$ cat config.mk
export PLATFORM = sky130hd
export DESIGN_NAME = host_port_command_check
export DESIGN_NICKNAME = d
export VERILOG_FILES = /design/src/rtl/clock_meter.v /design/src/rtl/host_port_command_check.v
export VERILOG_INCLUDE_DIRS = /design/src /design/src/rtl
export SDC_FILE = /design/constraint.sdc
export NUM_CORES = 1
export LEC_CHECK = 0
export BUFFER_PORTS_ARGS = -buffer_cell sky130_fd_sc_hd__buf_2
export CORE_ASPECT_RATIO = 1.75
export CORE_MARGIN = 8
export CORE_UTILIZATION = 38
export DETAILED_ROUTE_END_ITERATION = 10
export HOLD_SLACK_MARGIN = 0.08
export SLEW_MARGIN = 15
export SYNTH_ARGS = -nofsm -noshare
export SYNTH_HDL_FRONTEND = slang
export SYNTH_HIERARCHICAL = 1
export SYNTH_SLANG_ARGS = --single-unit
$ cat constraint.sdc
create_clock -name clk -period 4.95 [get_ports clk]
set_input_delay 0 -clock clk [delete_from_list [all_inputs] [get_ports clk]]
set_output_delay 0 -clock clk [all_outputs]
set_load 0.02 [all_outputs]
$ cat src/rtl/host_port_regs.vh
// Overview of operation
// - command 0xFD04 stores 0x04 in interface config and drives wait pin high
// - command 0xFD06 stores 0x06 in interface config and drives wait pin low
// - idle command register read returns 0x0002; bit 1 mirrors interrupt pin
// - in 8-bit mode command register is read as two bytes, one per read
// - command 0xFEzz loads page register; page shows in upper byte of command register reads
// - command 0x8801 then two data reads return one clock word each
// - first word is redundant highway clock code, second highway A code
// - word reads 0x92FB when its clock is absent
// - debug port held in reset while its active-low test reset is low
// - redundant inputs tied to highway B let the detector supervise highway B
// - interrupt pin level, active low; indication read clears; stays low if pending
//
// Purpose: constants for the host port command check block
// Assumes: included by bare name
// Notes:   command codes are 16-bit words written to the command location
`ifndef HOST_PORT_REGS_VH
`define HOST_PORT_REGS_VH
`define ADDR_CMD          1'b0
`define ADDR_DATA         1'b1
`define CMD_RESET_VAL     16'h0002
`define CMD_CFG_HI        8'hFD
`define CMD_PAGE_HI       8'hFE
`define CMD_CLKSEL        16'h8801
`define CFG_WAIT_HIGH     8'h04
`define CFG_WAIT_LOW      8'h06
`define CLK_ABSENT_CODE   16'h92FB
`define CMD_INT_BIT       1
`define CLK_TIMEOUT_NS    4000
`define CLK_PERIOD_NS     5
`define CLK_TIMEOUT_CYC   (`CLK_TIMEOUT_NS / `CLK_PERIOD_NS)
`define RATE_WINDOW_CYC   4000
`endif

$ cat src/rtl/clock_meter.v
// Purpose: measure a highway clock as edges per window, or absent code
// Assumes: clock input already synchronised to clk
// Notes:   window long vs highway periods; code is raw edge count
`timescale 1ns/10ps
`include "host_port_regs.vh"
module clock_meter #(
	parameter [15:0] WINDOW = `RATE_WINDOW_CYC
) (
	input  wire        clk,
	input  wire        reset,
	input  wire        pcm_clk_sync,
	output reg  [15:0] code_ff
);
	reg        last_ff;
	reg [15:0] win_ff;
	reg [15:0] edges_ff;
	wire       rise = pcm_clk_sync & ~last_ff;
	always @(posedge clk) begin
		if (reset) begin
			last_ff  <= 1'b0;
			win_ff   <= 16'h0000;
			edges_ff <= 16'h0000;
			code_ff  <= `CLK_ABSENT_CODE;
		end else begin
			last_ff <= pcm_clk_sync;
			if (win_ff == WINDOW - 16'h0001) begin
				win_ff   <= 16'h0000;
				edges_ff <= 16'h0000;
				code_ff  <= (edges_ff == 16'h0000 && !rise) ? `CLK_ABSENT_CODE :
					edges_ff + {15'h0000, rise};
			end else begin
				win_ff   <= win_ff + 16'h0001;
				edges_ff <= edges_ff + {15'h0000, rise};
			end
		end
	end
endmodule // clock_meter

$ cat src/rtl/host_port_command_check.v
// Purpose: host command register, page, wait pin and clock word read-out
// Assumes: host strobes are synchronous single-cycle pulses on clk
// Notes:   bus mode sampled from config pins at reset release
`timescale 1ns/10ps
`include "host_port_regs.vh"
module host_port_command_check (
	input  wire        clk,
	input  wire        reset,
	input  wire [2:0]  config_pins,
	input  wire        host_addr,
	input  wire        host_wr,
	input  wire        host_rd,
	input  wire [15:0] host_wdata,
	output reg  [15:0] host_rdata_ff,
	output reg         host_rvalid_ff,
	output wire        host_wait_pin,
	output wire        host_int_n,
	input  wire        int_pending,
	output wire        int_ind_read,
	output reg  [15:0] other_cmd_ff,
	output reg         other_cmd_valid_ff,
	input  wire        highway_a_clock_in,
	input  wire        redundant_highway_clock_in,
	input  wire        redundant_highway_frame_in,
	input  wire        test_reset_n,
	output wire        debug_reset,
	output reg  [7:0]  page_ff,
	output reg  [7:0]  if_config_ff,
	output wire        bus_8bit
);
	// ----------------------------------------
	// synchronisers
	// ----------------------------------------
	// every pin-level input crosses two flops before any logic reads it;
	// the straps are included so a strap change near release cannot
	// leave the mode register metastable
	localparam N_ASYNC = 7;
	wire [N_ASYNC-1:0] async_in;
	wire [N_ASYNC-1:0] async_sync;
	assign async_in = {config_pins,
		test_reset_n,
		redundant_highway_frame_in,
		redundant_highway_clock_in,
		highway_a_clock_in};
	genvar gi;
	generate
		for (gi = 0; gi < N_ASYNC; gi = gi + 1) begin : g_sync
			reg [1:0] pipe_ff;
			// only the second flop is read outside this loop
			always @(posedge clk) begin
				pipe_ff <= {pipe_ff[0], async_in[gi]};
			end
			assign async_sync[gi] = pipe_ff[1];
		end
	endgenerate
	wire       hwa_clk_sync;
	wire       red_clk_sync;
	wire       red_frame_sync;
	wire       test_reset_n_sync;
	wire [2:0] config_sync;
	assign hwa_clk_sync      = async_sync[0];
	assign red_clk_sync      = async_sync[1];
	assign red_frame_sync    = async_sync[2];
	assign test_reset_n_sync = async_sync[3];
	assign config_sync       = async_sync[6:4];

	// ----------------------------------------
	// debug port reset
	// ----------------------------------------
	// debug reset hold
	// the synchroniser adds two cycles of lag after the pin falls;
	// the port is also held while the block itself is in reset
	assign debug_reset = reset | ~test_reset_n_sync;

	// ----------------------------------------
	// bus mode strap
	// ----------------------------------------
	reg       rst_d_ff;
	reg [2:0] mode_ff;
	always @(posedge clk) begin
		rst_d_ff <= reset;
		// strap caught at release
		// the straps must already be settled through the synchroniser,
		// so the board has to hold them settled from two cycles before release
		if (rst_d_ff && !reset)
			mode_ff <= config_sync;
	end
	// bit 0 of the strap selects the byte-wide bus
	assign bus_8bit = (mode_ff[0] == 1'b1);

	// ----------------------------------------
	// clock meters
	// ----------------------------------------
	wire [15:0] code_a, code_b;
	wire [15:0] code_a_raw;
	clock_meter u_meter_a (
		.clk          (clk),
		.reset        (reset),
		.pcm_clk_sync (hwa_clk_sync),
		.code_ff      (code_a_raw)
	);
	wire [15:0] code_b_raw;
	clock_meter u_meter_b (
		.clk          (clk),
		.reset        (reset),
		.pcm_clk_sync (red_clk_sync),
		.code_ff      (code_b_raw)
	);
	assign code_a = code_a_raw;
	assign code_b = code_b_raw;
	// a frame seen once is remembered until reset; without any frame
	// both words report the absent code
	reg fs_seen_ff;
	always @(posedge clk)
		if (reset)
			fs_seen_ff <= 1'b0;
		else
			fs_seen_ff <= fs_seen_ff | red_frame_sync;

	// ----------------------------------------
	// command decode
	// ----------------------------------------
	// true when the host address selects the data location
	function is_data;
		input addr;
		begin
			is_data = (addr == `ADDR_DATA);
		end
	endfunction

	reg       wait_ff;
	reg [1:0] words_left_ff;
	reg       byte_sel_ff;
	wire      wr_cmd = host_wr && host_addr == `ADDR_CMD;
	always @(posedge clk) begin
		if (reset) begin
			page_ff            <= 8'h00;
			if_config_ff       <= 8'h00;
			wait_ff            <= 1'b0;
			words_left_ff      <= 2'b00;
			other_cmd_ff       <= 16'h0000;
			other_cmd_valid_ff <= 1'b0;
		end else begin
			other_cmd_valid_ff <= 1'b0;
			if (wr_cmd) begin
				if (host_wdata[15:8] == `CMD_CFG_HI) begin
					if_config_ff <= host_wdata[7:0];
					if (host_wdata[7:0] == `CFG_WAIT_HIGH)
						wait_ff <= 1'b1;
					else if (host_wdata[7:0] == `CFG_WAIT_LOW)
						wait_ff <= 1'b0;
				end else if (host_wdata[15:8] == `CMD_PAGE_HI) begin
					page_ff <= host_wdata[7:0];
				end else begin
					if (host_wdata == `CMD_CLKSEL)
						words_left_ff <= 2'b10;
					other_cmd_ff       <= host_wdata;
					other_cmd_valid_ff <= 1'b1;
				end
			end else if (host_rd && is_data(host_addr) && words_left_ff != 2'b00)
				words_left_ff <= words_left_ff - 2'b01;
		end
	end
	assign host_wait_pin = wait_ff;

	// ----------------------------------------
	// read path
	// ----------------------------------------
	// level pin, active low, follows pending
	assign host_int_n   = ~int_pending;
	// a data read with no clock words left to return is taken as the indication read
	assign int_ind_read = host_rd && is_data(host_addr) && words_left_ff == 2'b00;
	wire [15:0] cmd_word = {page_ff, 6'b00_0000, host_int_n, 1'b0};
	always @(posedge clk) begin
		if (reset) begin
			host_rdata_ff  <= 16'h0000;
			host_rvalid_ff <= 1'b0;
			byte_sel_ff    <= 1'b0;
		end else begin
			host_rvalid_ff <= host_rd;
			if (host_rd && host_addr == `ADDR_CMD) begin
				// low byte then high byte in 8-bit mode
				if (bus_8bit) begin
					host_rdata_ff <= {8'h00, byte_sel_ff ? cmd_word[15:8] : cmd_word[7:0]};
					byte_sel_ff   <= ~byte_sel_ff;
				end else
					host_rdata_ff <= cmd_word;
			end else if (host_rd) begin
				// redundant word first, highway A second
				if (words_left_ff == 2'b10)
					host_rdata_ff <= fs_seen_ff ? code_b : `CLK_ABSENT_CODE;
				else if (words_left_ff == 2'b01)
					host_rdata_ff <= fs_seen_ff ? code_a : `CLK_ABSENT_CODE;
				else
					host_rdata_ff <= 16'h0000;
			end
		end
	end
endmodule // host_port_command_check

* After elaboration in Yosys (flattened, before gate mapping)
Cells that the tools add are included.
Storage, ports and cells: bits in registers 165, output and inout bits 55, bits of input ports 29, logic and storage cells 100
Cells by class: reductions and logical operators 27, $add $sub $neg 5, multiplexer cells 18, bitwise operators 13, equal/unequal tests 12
Operators by type and width (number):
- 2-to-1 mux 16 bit | 9
- adder 16 x 1 -> 16 bit | 2
- adder 16 x 1 -> 16 bit (second input constant) | 2
- == test 16 x 12 -> 1 bit (second input constant) | 2
- zero test 16 bit | 2
- == test 16 bit (second input constant) | 1
- == test 8 x 3 -> 1 bit (second input constant) | 2
- == test 8 bit (second input constant) | 2
- 2-to-1 mux 2 bit | 5
- NOT 1 bit | 9
- AND reduction 3 bit | 3
- logical AND 1 bit | 8
- 2-to-1 mux 8 bit | 1
- nonzero test 2 bit | 4
- != test 2 bit (second input constant) | 2
- AND reduction 2 bit | 2
- AND reduction 4 bit | 1
- OR reduction 2 bit | 2
- zero test 1 bit | 3
- 2-to-1 mux 1 bit | 3
- OR reduction 3 bit | 1
- bitwise AND 1 bit | 2
- == test 2 x 1 -> 1 bit (second input constant) | 1
- == test 2 bit (second input constant) | 1
- 4 further kinds | 5

* Logic depth before layout (Yosys ltp)
Gate-level depths: netlist of run 1.
depth in word-level cells 5, mapped depth 8, mapped depth without buffers 7

* Cells and area by module
Netlist of run 1, hierarchy kept.
By module, submodules not included:
- host_port_command_check | times used 1, sequential area each 1351.3 µm², area each 2715.1 µm², cells each 272
- clock_meter at u_meter_a | times used 1, sequential area each 980.9 µm², area each 2060.7 µm², cells each 218
- clock_meter at u_meter_b | times used 1, sequential area each 980.9 µm², area each 2033.2 µm², cells each 223

* Worst setup path after synthesis of run 1
No wires, ideal clock.
kind reg-to-reg, from reg words_left_ff[0], to reg host_rdata_ff[0], period minus slack after synthesis 1.638 ns, slack 3.312 ns, arrival time 1.511 ns, stages on the path, launching flop included 9, setup time 0.128 ns, path through dfxtp_1 inv_1 ha_1 buf_2 buf_2 mux2i_1 a21oi_1 a221oi_1 nor2_1
On the way: word-level cells in the longest chain between the ends 5, elaborated cells on any way between the ends 6, those cells by class eq/ne: 2; mux: 4
RTL lines:
- from (decl) | line host_port_command_check.v:132 | reg [1:0] words_left_ff;
- from (signal assigned) | line host_port_command_check.v:161 | words_left_ff <= words_left_ff - 2'b01;
- == test 2 x 1 -> 1 bit | line host_port_command_check.v:192 | else if (words_left_ff == 2'b01)
- 2-to-1 mux 16 bit | line host_port_command_check.v:192
- 2-to-1 mux 16 bit (*) | line host_port_command_check.v:190 | if (words_left_ff == 2'b10)
- 2-to-1 mux 16 bit (*) | line host_port_command_check.v:188 | end else if (host_rd) begin
- 2-to-1 mux 16 bit (*) | line host_port_command_check.v:181 | if (host_rd && host_addr == `ADDR_CMD) begin
- to (signal assigned) | line host_port_command_check.v:184 | host_rdata_ff <= {8'h00, byte_sel_ff ? cmd_word[15:8] : cmd_word[7:0]};
- to (signal assigned) | line host_port_command_check.v:191 | host_rdata_ff <= fs_seen_ff ? code_b : `CLK_ABSENT_CODE;
- to (signal assigned) | line host_port_command_check.v:193 | host_rdata_ff <= fs_seen_ff ? code_a : `CLK_ABSENT_CODE;
- to (decl) | line host_port_command_check.v:14 | output reg [15:0] host_rdata_ff,
Every way passes the cells marked *; elsewhere a longest branch is shown, timed or not. The select of a mux whose other input is x is not followed. A chain may end at the register's enable or synchronous reset.

* Worst setup path in the final report of run 1
from reg u_meter_a.win_ff[0], to reg u_meter_a.code_ff[6]
On the way: word-level cells in the longest chain between the ends 1
RTL lines:
- from (decl) | line clock_meter.v:15 | reg [15:0] win_ff;
- from (signal assigned) | line clock_meter.v:32 | win_ff <= win_ff + 16'h0001;
- == test 16 x 12 -> 1 bit | line clock_meter.v:26 | if (win_ff == WINDOW - 16'h0001) begin
- to (signal assigned) | line clock_meter.v:23 | code_ff <= `CLK_ABSENT_CODE;
- to (signal assigned) | line clock_meter.v:29 | code_ff <= (edges_ff == 16'h0000 && !rise) ? `CLK_ABSENT_CODE :
- to (decl) | line clock_meter.v:12 | output reg [15:0] code_ff
Every way passes these cells.

==> metrics.cfg, run 1 <==
[route]
drt-pass1-iter-count = 5
routedWlPerCell_um = 16.7
via_per_inst = 5.13
drc = 0
routed_wirelength_mm = 17.6
drtAntennaViolNets = 0
drt_iter0_markers = 356
vias = 5414

[clock_tree]
clk_pin_slew_worst_paths_ps = 60
cts_buffers = 17
clk_latency_ps = 430
clock_path_buffers = 2
root_buffer = clkbuf_16
clock-sinks = 165
cts_tree = done
htreeDepth = 4
post-cts-setup-buffers = 0

[worst_setup_path]
path_depth = 6
critPathBufInv = 0
startpoint = u_meter_a/win_ff[0]
r2r_cells = 6
crit_family = simple AND/OR/NAND/NOR gates
crit_end = u_meter_a/code_ff[6]
slowest_stage = or2_1
cp-start-kind = flop
reg2reg_slack_ps = 2280
crit_type = reg -> reg
end_kind = flop
arrival_ps = 3030
path_cells = ha_1 -> nand4_1 -> and4bb_1 -> or2_1 -> nor2_1 -> a21oi_2
cp_data_required_time_ps = 5310
reg2reg_to = u_meter_a/code_ff[6]
slowest_delay_ps = 900
r2r-start = u_meter_a/win_ff[0]
path_max_fanout = 30

[job]
drv_cap = 0

[layout]
final_common_cell = dfxtp_1
final_cell_mix = 164 x dfxtp_1, 129 x nor2_1, 81 x buf_2
seq_area_um2 = 3310
multi_input_area_um2 = 3280
final_cells = 1056
fill_cells = 1728
areaGrowthSynthToFinish_pct = 21.0
drive_above_1_share_pct = 17.3
final_util_pct = 46.3
final_area_um2 = 8240
diodes = 0
fin_nets = 847

[placed_design]
dp_hpwl_mm = 12.9
routabilityCongestion = 0.894
placedInstanceArea_um2 = 7360
dp.cells = 998
portBuffers = 81

[grt]
antenna_found_initial = 0
grt_max_degree = 64
grt_pass1_wl_mm = 28.2
grt_pass1_vias = 5453
grt_usage_pct = 16.2
grt-ovfl-total = 0

[timing]
finalClockSkew_ps = 9.16
tns_ps = 0
whs_ps = 86.5
rsz0062_at_grt = false
period_share_pct = 53.9
tightest_slew_ps = 1070
hold_violations = 0
slew_viol_final = 0
min_period_ps = 2670
relSlewSlack_pct = 28.6
max_freq_ghz = 0.375
finalSetupViolCount = 0

[floorplanning]
initial_core_util_pct = 38.2
die_h_um = 193
io_pins = 84
dieArea_um2 = 22600
die_w_um = 117
std_cell_rows = 65
coreArea_um2 = 17800

[synth]
async_reset_ff_share_pct = 0
synthTopCellsByArea = dfxtp_1 48%, nor2_1 7.1%, mux2i_1 5.7%, xor2_1 4.4%, xnor2_1 3.1%
syn_area_per_cell_um2 = 9.55
synth_seq_cells = 165
synthFlopType = dfxtp_1
synth_fp_nets = 751
syn_area_um2 = 6810
ys_warn_count = 6
synth_top_area_cell = dfxtp_1
ys_types = 65
synth_top_area_share_pct = 48.2
synth-edff-count = 1
syn_inst = 713
ys_seq_area_share_pct = 48.7

[min_path]
min_path_type = in -> reg

[power]
ir_worst_vdd_mv = 0.170
leakage_nw = 3.27
powerDensity_nw_per_um2 = 353

[status]
outcome = completed

==> worst register-to-register path, cell delays in order (launching register included) <==
cell	delay, ps
dfxtp_1	380
ha_1	250
nand4_1	130
and4bb_1	690
or2_1	910
nor2_1	110
a21oi_2	130
==> how the worst min path moves through the flow <==
stage,startpoint,slack (ps),depth (start not counted),endpoint
global route,reset,110,2,u_meter_b/win_ff[4]
global placement,test_reset_n,100,1,g_sync[3].pipe_ff[0]
CTS,host_addr,90,5,words_left_ff[0]
floorplan,highway_a_clock_in,30,0,g_sync[0].pipe_ff[0]
detailed placement,redundant_highway_frame_in,110,1,g_sync[2].pipe_ff[0]
finish,reset,90,2,other_cmd_ff[8]
==> power breakdown <==
part	internal, mW	total, mW	switching [mW]
clock network	0.807	1.37	0.561
registers	1.35	1.37	0.0178
logic	0.0622	0.166	0.103
==> synth_stat cells, types with 3 or more instances <==
master,number
buf_2,11
ha_1,9
and4_1,5
o31ai_1,6
nand3b_1,7
inv_1,13
a31oi_1,16
nand3_1,27
and3_1,14
xor2_1,34
nor3b_1,4
nand4_1,14
buf_4,5
xnor2_1,24
nor3_1,33
nand4_2,3
and2_1,6
nor2_2,3
nor3_2,3
nor4_1,7
clkbuf_1,14
o22ai_1,4
nand2b_1,4
nand2_1,28
a21oi_1,20
dfxtp_1,164
a222oi_1,5
a22o_1,5
a221oi_1,5
nor2_1,129
nor2b_1,9
a211oi_1,6
mux2i_1,39
==> cells by family after synthesis <==
kind of cell,count (synthesis),share of synthesized area (%)
AOI/OAI and AO/OA,83,9.30
xor gates and xnor gates,58,7.46
adders and majority gates,9,1.65
buffers and inverters,46,3.12
DFF,165,48.7
muxes,39,5.73
and+or+nand+nor,313,24.1
==> stage by stage <==
| stage | setup slack (ps) | power (mW) |
|---|---|---|
| after floorplan | 3310 | 1.50 |
| after global placement | 2270 | 1.55 |
| after detailed placement | 2270 | 1.55 |
| after CTS | 2240 | 2.94 |
| after global routing | 2020 | 3.02 |
| final | 2280 | 2.91 |
==> flip-flops by register name, indices dropped and copies added (netlist names), 2 cells and up <==
signal              count
host_rdata_ff          16
other_cmd_ff           16
u_meter_a/code_ff      16
u_meter_a/edges_ff     16
u_meter_a/win_ff       16
u_meter_b/code_ff      16
u_meter_b/edges_ff     16
u_meter_b/win_ff       16
g_sync.pipe_ff         10
if_config_ff            8
page_ff                 8
words_left_ff           2
==> cell type report <==
cell class / count / share of cell area [%]
sequential: 165 / 40.2
multi-input combinational: 502 / 39.8
timing repair buffer: 109 / 8.26
clock buffer: 17 / 5.16
tap: 234 / 3.55
clock inverter: 15 / 2.34
inverter: 14 / 0.638
==> what timing repair did <==
action | CTS | global route
hold buffers | 26 | 0
endpoints found under the setup margin | 0 | 0
hold endpoints to repair | 47 | 0
gates resized for setup | 0 | 0
==> routing by layer <==
layer  wire length [um]  GRT usage [%]  vias up
met4                595           8.77        0
met2               9790           31.8      137
li1                   -              -     2704
met5                  0              0        -
met1               6390           15.0     2538
met3                853           2.81       35
Note: power is estimated with default switching activity, not from simulation.
==> inputs of run 2 (changes only) <==
--- a/config.mk
+++ b/config.mk
@@ -6,6 +6,7 @@
 export SDC_FILE = /design/constraint.sdc
 export NUM_CORES = 1
 export LEC_CHECK = 0
+export ABC_AREA = 1
 export BUFFER_PORTS_ARGS = -buffer_cell sky130_fd_sc_hd__buf_2
 export CORE_ASPECT_RATIO = 1.75
 export CORE_MARGIN = 8
==> constraint.sdc (replaced) <==
create_clock -name clk -period 2.25 [get_ports clk]
set_input_delay 0 -clock clk [delete_from_list [all_inputs] [get_ports clk]]
set_output_delay 0 -clock clk [all_outputs]
set_load 0.02 [all_outputs]
==> metrics.cfg, run 2 <==
[status]
outcome = completed

[worst_setup_path]
path_cells = inv_1 -> ha_1 -> inv_1 -> nand2_1 -> o21ai_0 -> nand2_1 -> a31oi_1
slowest_stage = dfxtp_1
path_max_fanout = 12
cp-start-kind = flop
reg2reg_to = host_rdata_ff[9]
arrival_ps = 2370
slowest_delay_ps = 360
r2r_cells = 7
r2r-start = words_left_ff[0]
end_kind = flop
cp_data_required_time_ps = 2600
reg2reg_slack_ps = 230
crit_type = reg -> reg

[layout]
diodes = 0
final_cell_mix = 235 x nand2_1, 206 x nor2_1, 164 x dfxtp_1
fin_nets = 1186
areaGrowthSynthToFinish_pct = 20.4
drive_above_1_share_pct = 15.9
final_common_cell = nand2_1

[floorplanning]
coreArea_um2 = 19500
dieArea_um2 = 24500
std_cell_rows = 68
die_w_um = 122
die_h_um = 201
initial_core_util_pct = 38.2
io_pins = 84

[timing]
rsz0062_at_grt = false
finalClockSkew_ps = 11.2
tightest_slew_ps = 756
period_share_pct = 89.9
tns_ps = 0
hold_violations = 0
finalSetupViolCount = 0
slew_viol_final = 0
min_period_ps = 2020
max_freq_ghz = 0.495
relSlewSlack_pct = 49.5
whs_ps = 212

[synth]
synth_fp_nets = 1075
ys_seq_area_share_pct = 44.5
synth_top_area_share_pct = 44.1
synthTopCellsByArea = dfxtp_1 44%, nand2_1 12%, nor2_1 10%, inv_1 5.2%, a21oi_1 3.4%
async_reset_ff_share_pct = 0
synth_seq_cells = 165
ys_warn_count = 6
synth_top_area_cell = dfxtp_1
synth.most_common_cell = nand2_1
ys_top_cells_by_count = 235 x nand2_1, 206 x nor2_1, 164 x dfxtp_1
ys_types = 41
syn_inst = 1037
synth-edff-count = 1
syn_area_um2 = 7450
synthFlopType = dfxtp_1
syn_area_per_cell_um2 = 7.18

[min_path]
hold_path.startpoint = highway_a_clock_in
hold-path-cell-count = 2
min_path_type = in -> reg
hold_end = g_sync[0].pipe_ff[0]

[clock_tree]
htreeDepth = 4
root_buffer = clkbuf_16
clock-sinks = 165
cts_buffers = 17
cts_tree = done
clk_pin_slew_worst_paths_ps = 60
cts.repair.resized = 0
post-cts-setup-buffers = 0
clock_path_buffers = 2
clk_latency_ps = 430

[route]
drc = 0
via_per_inst = 4.79
drt_iter0_markers = 378
drt-pass1-iter-count = 4
vias = 6741
routed_wirelength_mm = 19.5
drtAntennaViolNets = 0
routedWlPerCell_um = 13.9

[grt]
antenna_found_initial = 0
grt-ovfl-total = 0
grt_pass1_wl_mm = 31.9
grt_max_degree = 30
grt_usage_pct = 16.1
grt_pass1_vias = 6661

[power]
ir_worst_vdd_mv = 0.568
powerDensity_nw_per_um2 = 715
power_mw = 6.41
leakage_nw = 3.74

[placed_design]
dp_hpwl_mm = 14.8
portBuffers = 81
routabilityCongestion = 0.915

[job]
drv_cap = 0

-- run 2: how the worst max path moves through the flow --
| stage | start | endpoint | slack (ps) |
|---|---|---|---|
| 2_1_floorplan | g_sync[0].pipe_ff[1] | u_meter_a/code_ff[14] | 580 |
| 3_3_place_gp | words_left_ff[0] | host_rdata_ff[9] | 290 |
| 3_5_place_dp | words_left_ff[0] | host_rdata_ff[9] | 260 |
| 4_1_cts | words_left_ff[0] | host_rdata_ff[9] | 250 |
| 5_1_grt | words_left_ff[0] | host_rdata_ff[9] | 50 |
| 6_report | words_left_ff[0] | host_rdata_ff[9] | 230 |
-- run 2: power by group --
group	leakage (nW)	total, mW	internal, mW	switching, mW
logic	2.12	0.459	0.167	0.292
registers	1.34	3.02	2.98	0.0353
clock network	0.280	2.94	1.66	1.27
total	3.74	6.41	4.81	1.60
-- run 2: cell type report --
type                            instances  area (um2)
Sequential cell                       165        3310
Fill cell                            1934       10500
Tap cell                              245         307
Clock buffer                           17         425
Multi-Input combinational cell        733        3540
Clock inverter                         15         168
Inverter                              110         413
Timing Repair Buffer                  121         796
-- run 2: stage by stage --
stage,area (um2),utilization (%),cells,worst slack [ps]
6_report,8970,46.0,1406,228
2_1_floorplan,7450,-,1037,576
3_5_place_dp,8060,41.4,1343,262
3_3_place_gp,8060,41.4,1343,295
4_1_cts,8970,46.0,1406,250
5_1_grt,8970,46.0,1406,47.8
-- run 2: kinds of logic (layout without fill, tap and decap cells) --
logic type / after synthesis / count (layout) / synth area share [%]
AND/OR/NAND/NOR: 571 / 571 / 33.3
AO/OA/AOI/OAI: 137 / 137 / 10.8
XOR/XNOR: 16 / 16 / 1.88
flip-flops: 165 / 165 / 44.5
buffers and inverters: 139 / 263 / 8.03
adder cells (fa/ha/maj): 9 / 9 / 1.51
-- run 2: routing by layer --
metal	track usage, %	part of all wire, %
met3	3.17	4.5
met1	15.2	38
met2	31.3	54
met5	0	0
met4	8.15	3.6
-- run 2: critical path: cells and delay by family (launching register included) --
kind,cells,cell delay (ps)
AOI/OAI and AO/OA,2,460
buffers and inverters,2,400
and+or+nand+nor,2,400
DFF,1,360
adders and majority gates,1,330
-- run 2: what timing repair did --
item | CTS | global route
setup endpoints to repair | 0 | 0
hold endpoints to repair | 56 | 0
hold buffers | 31 | 0
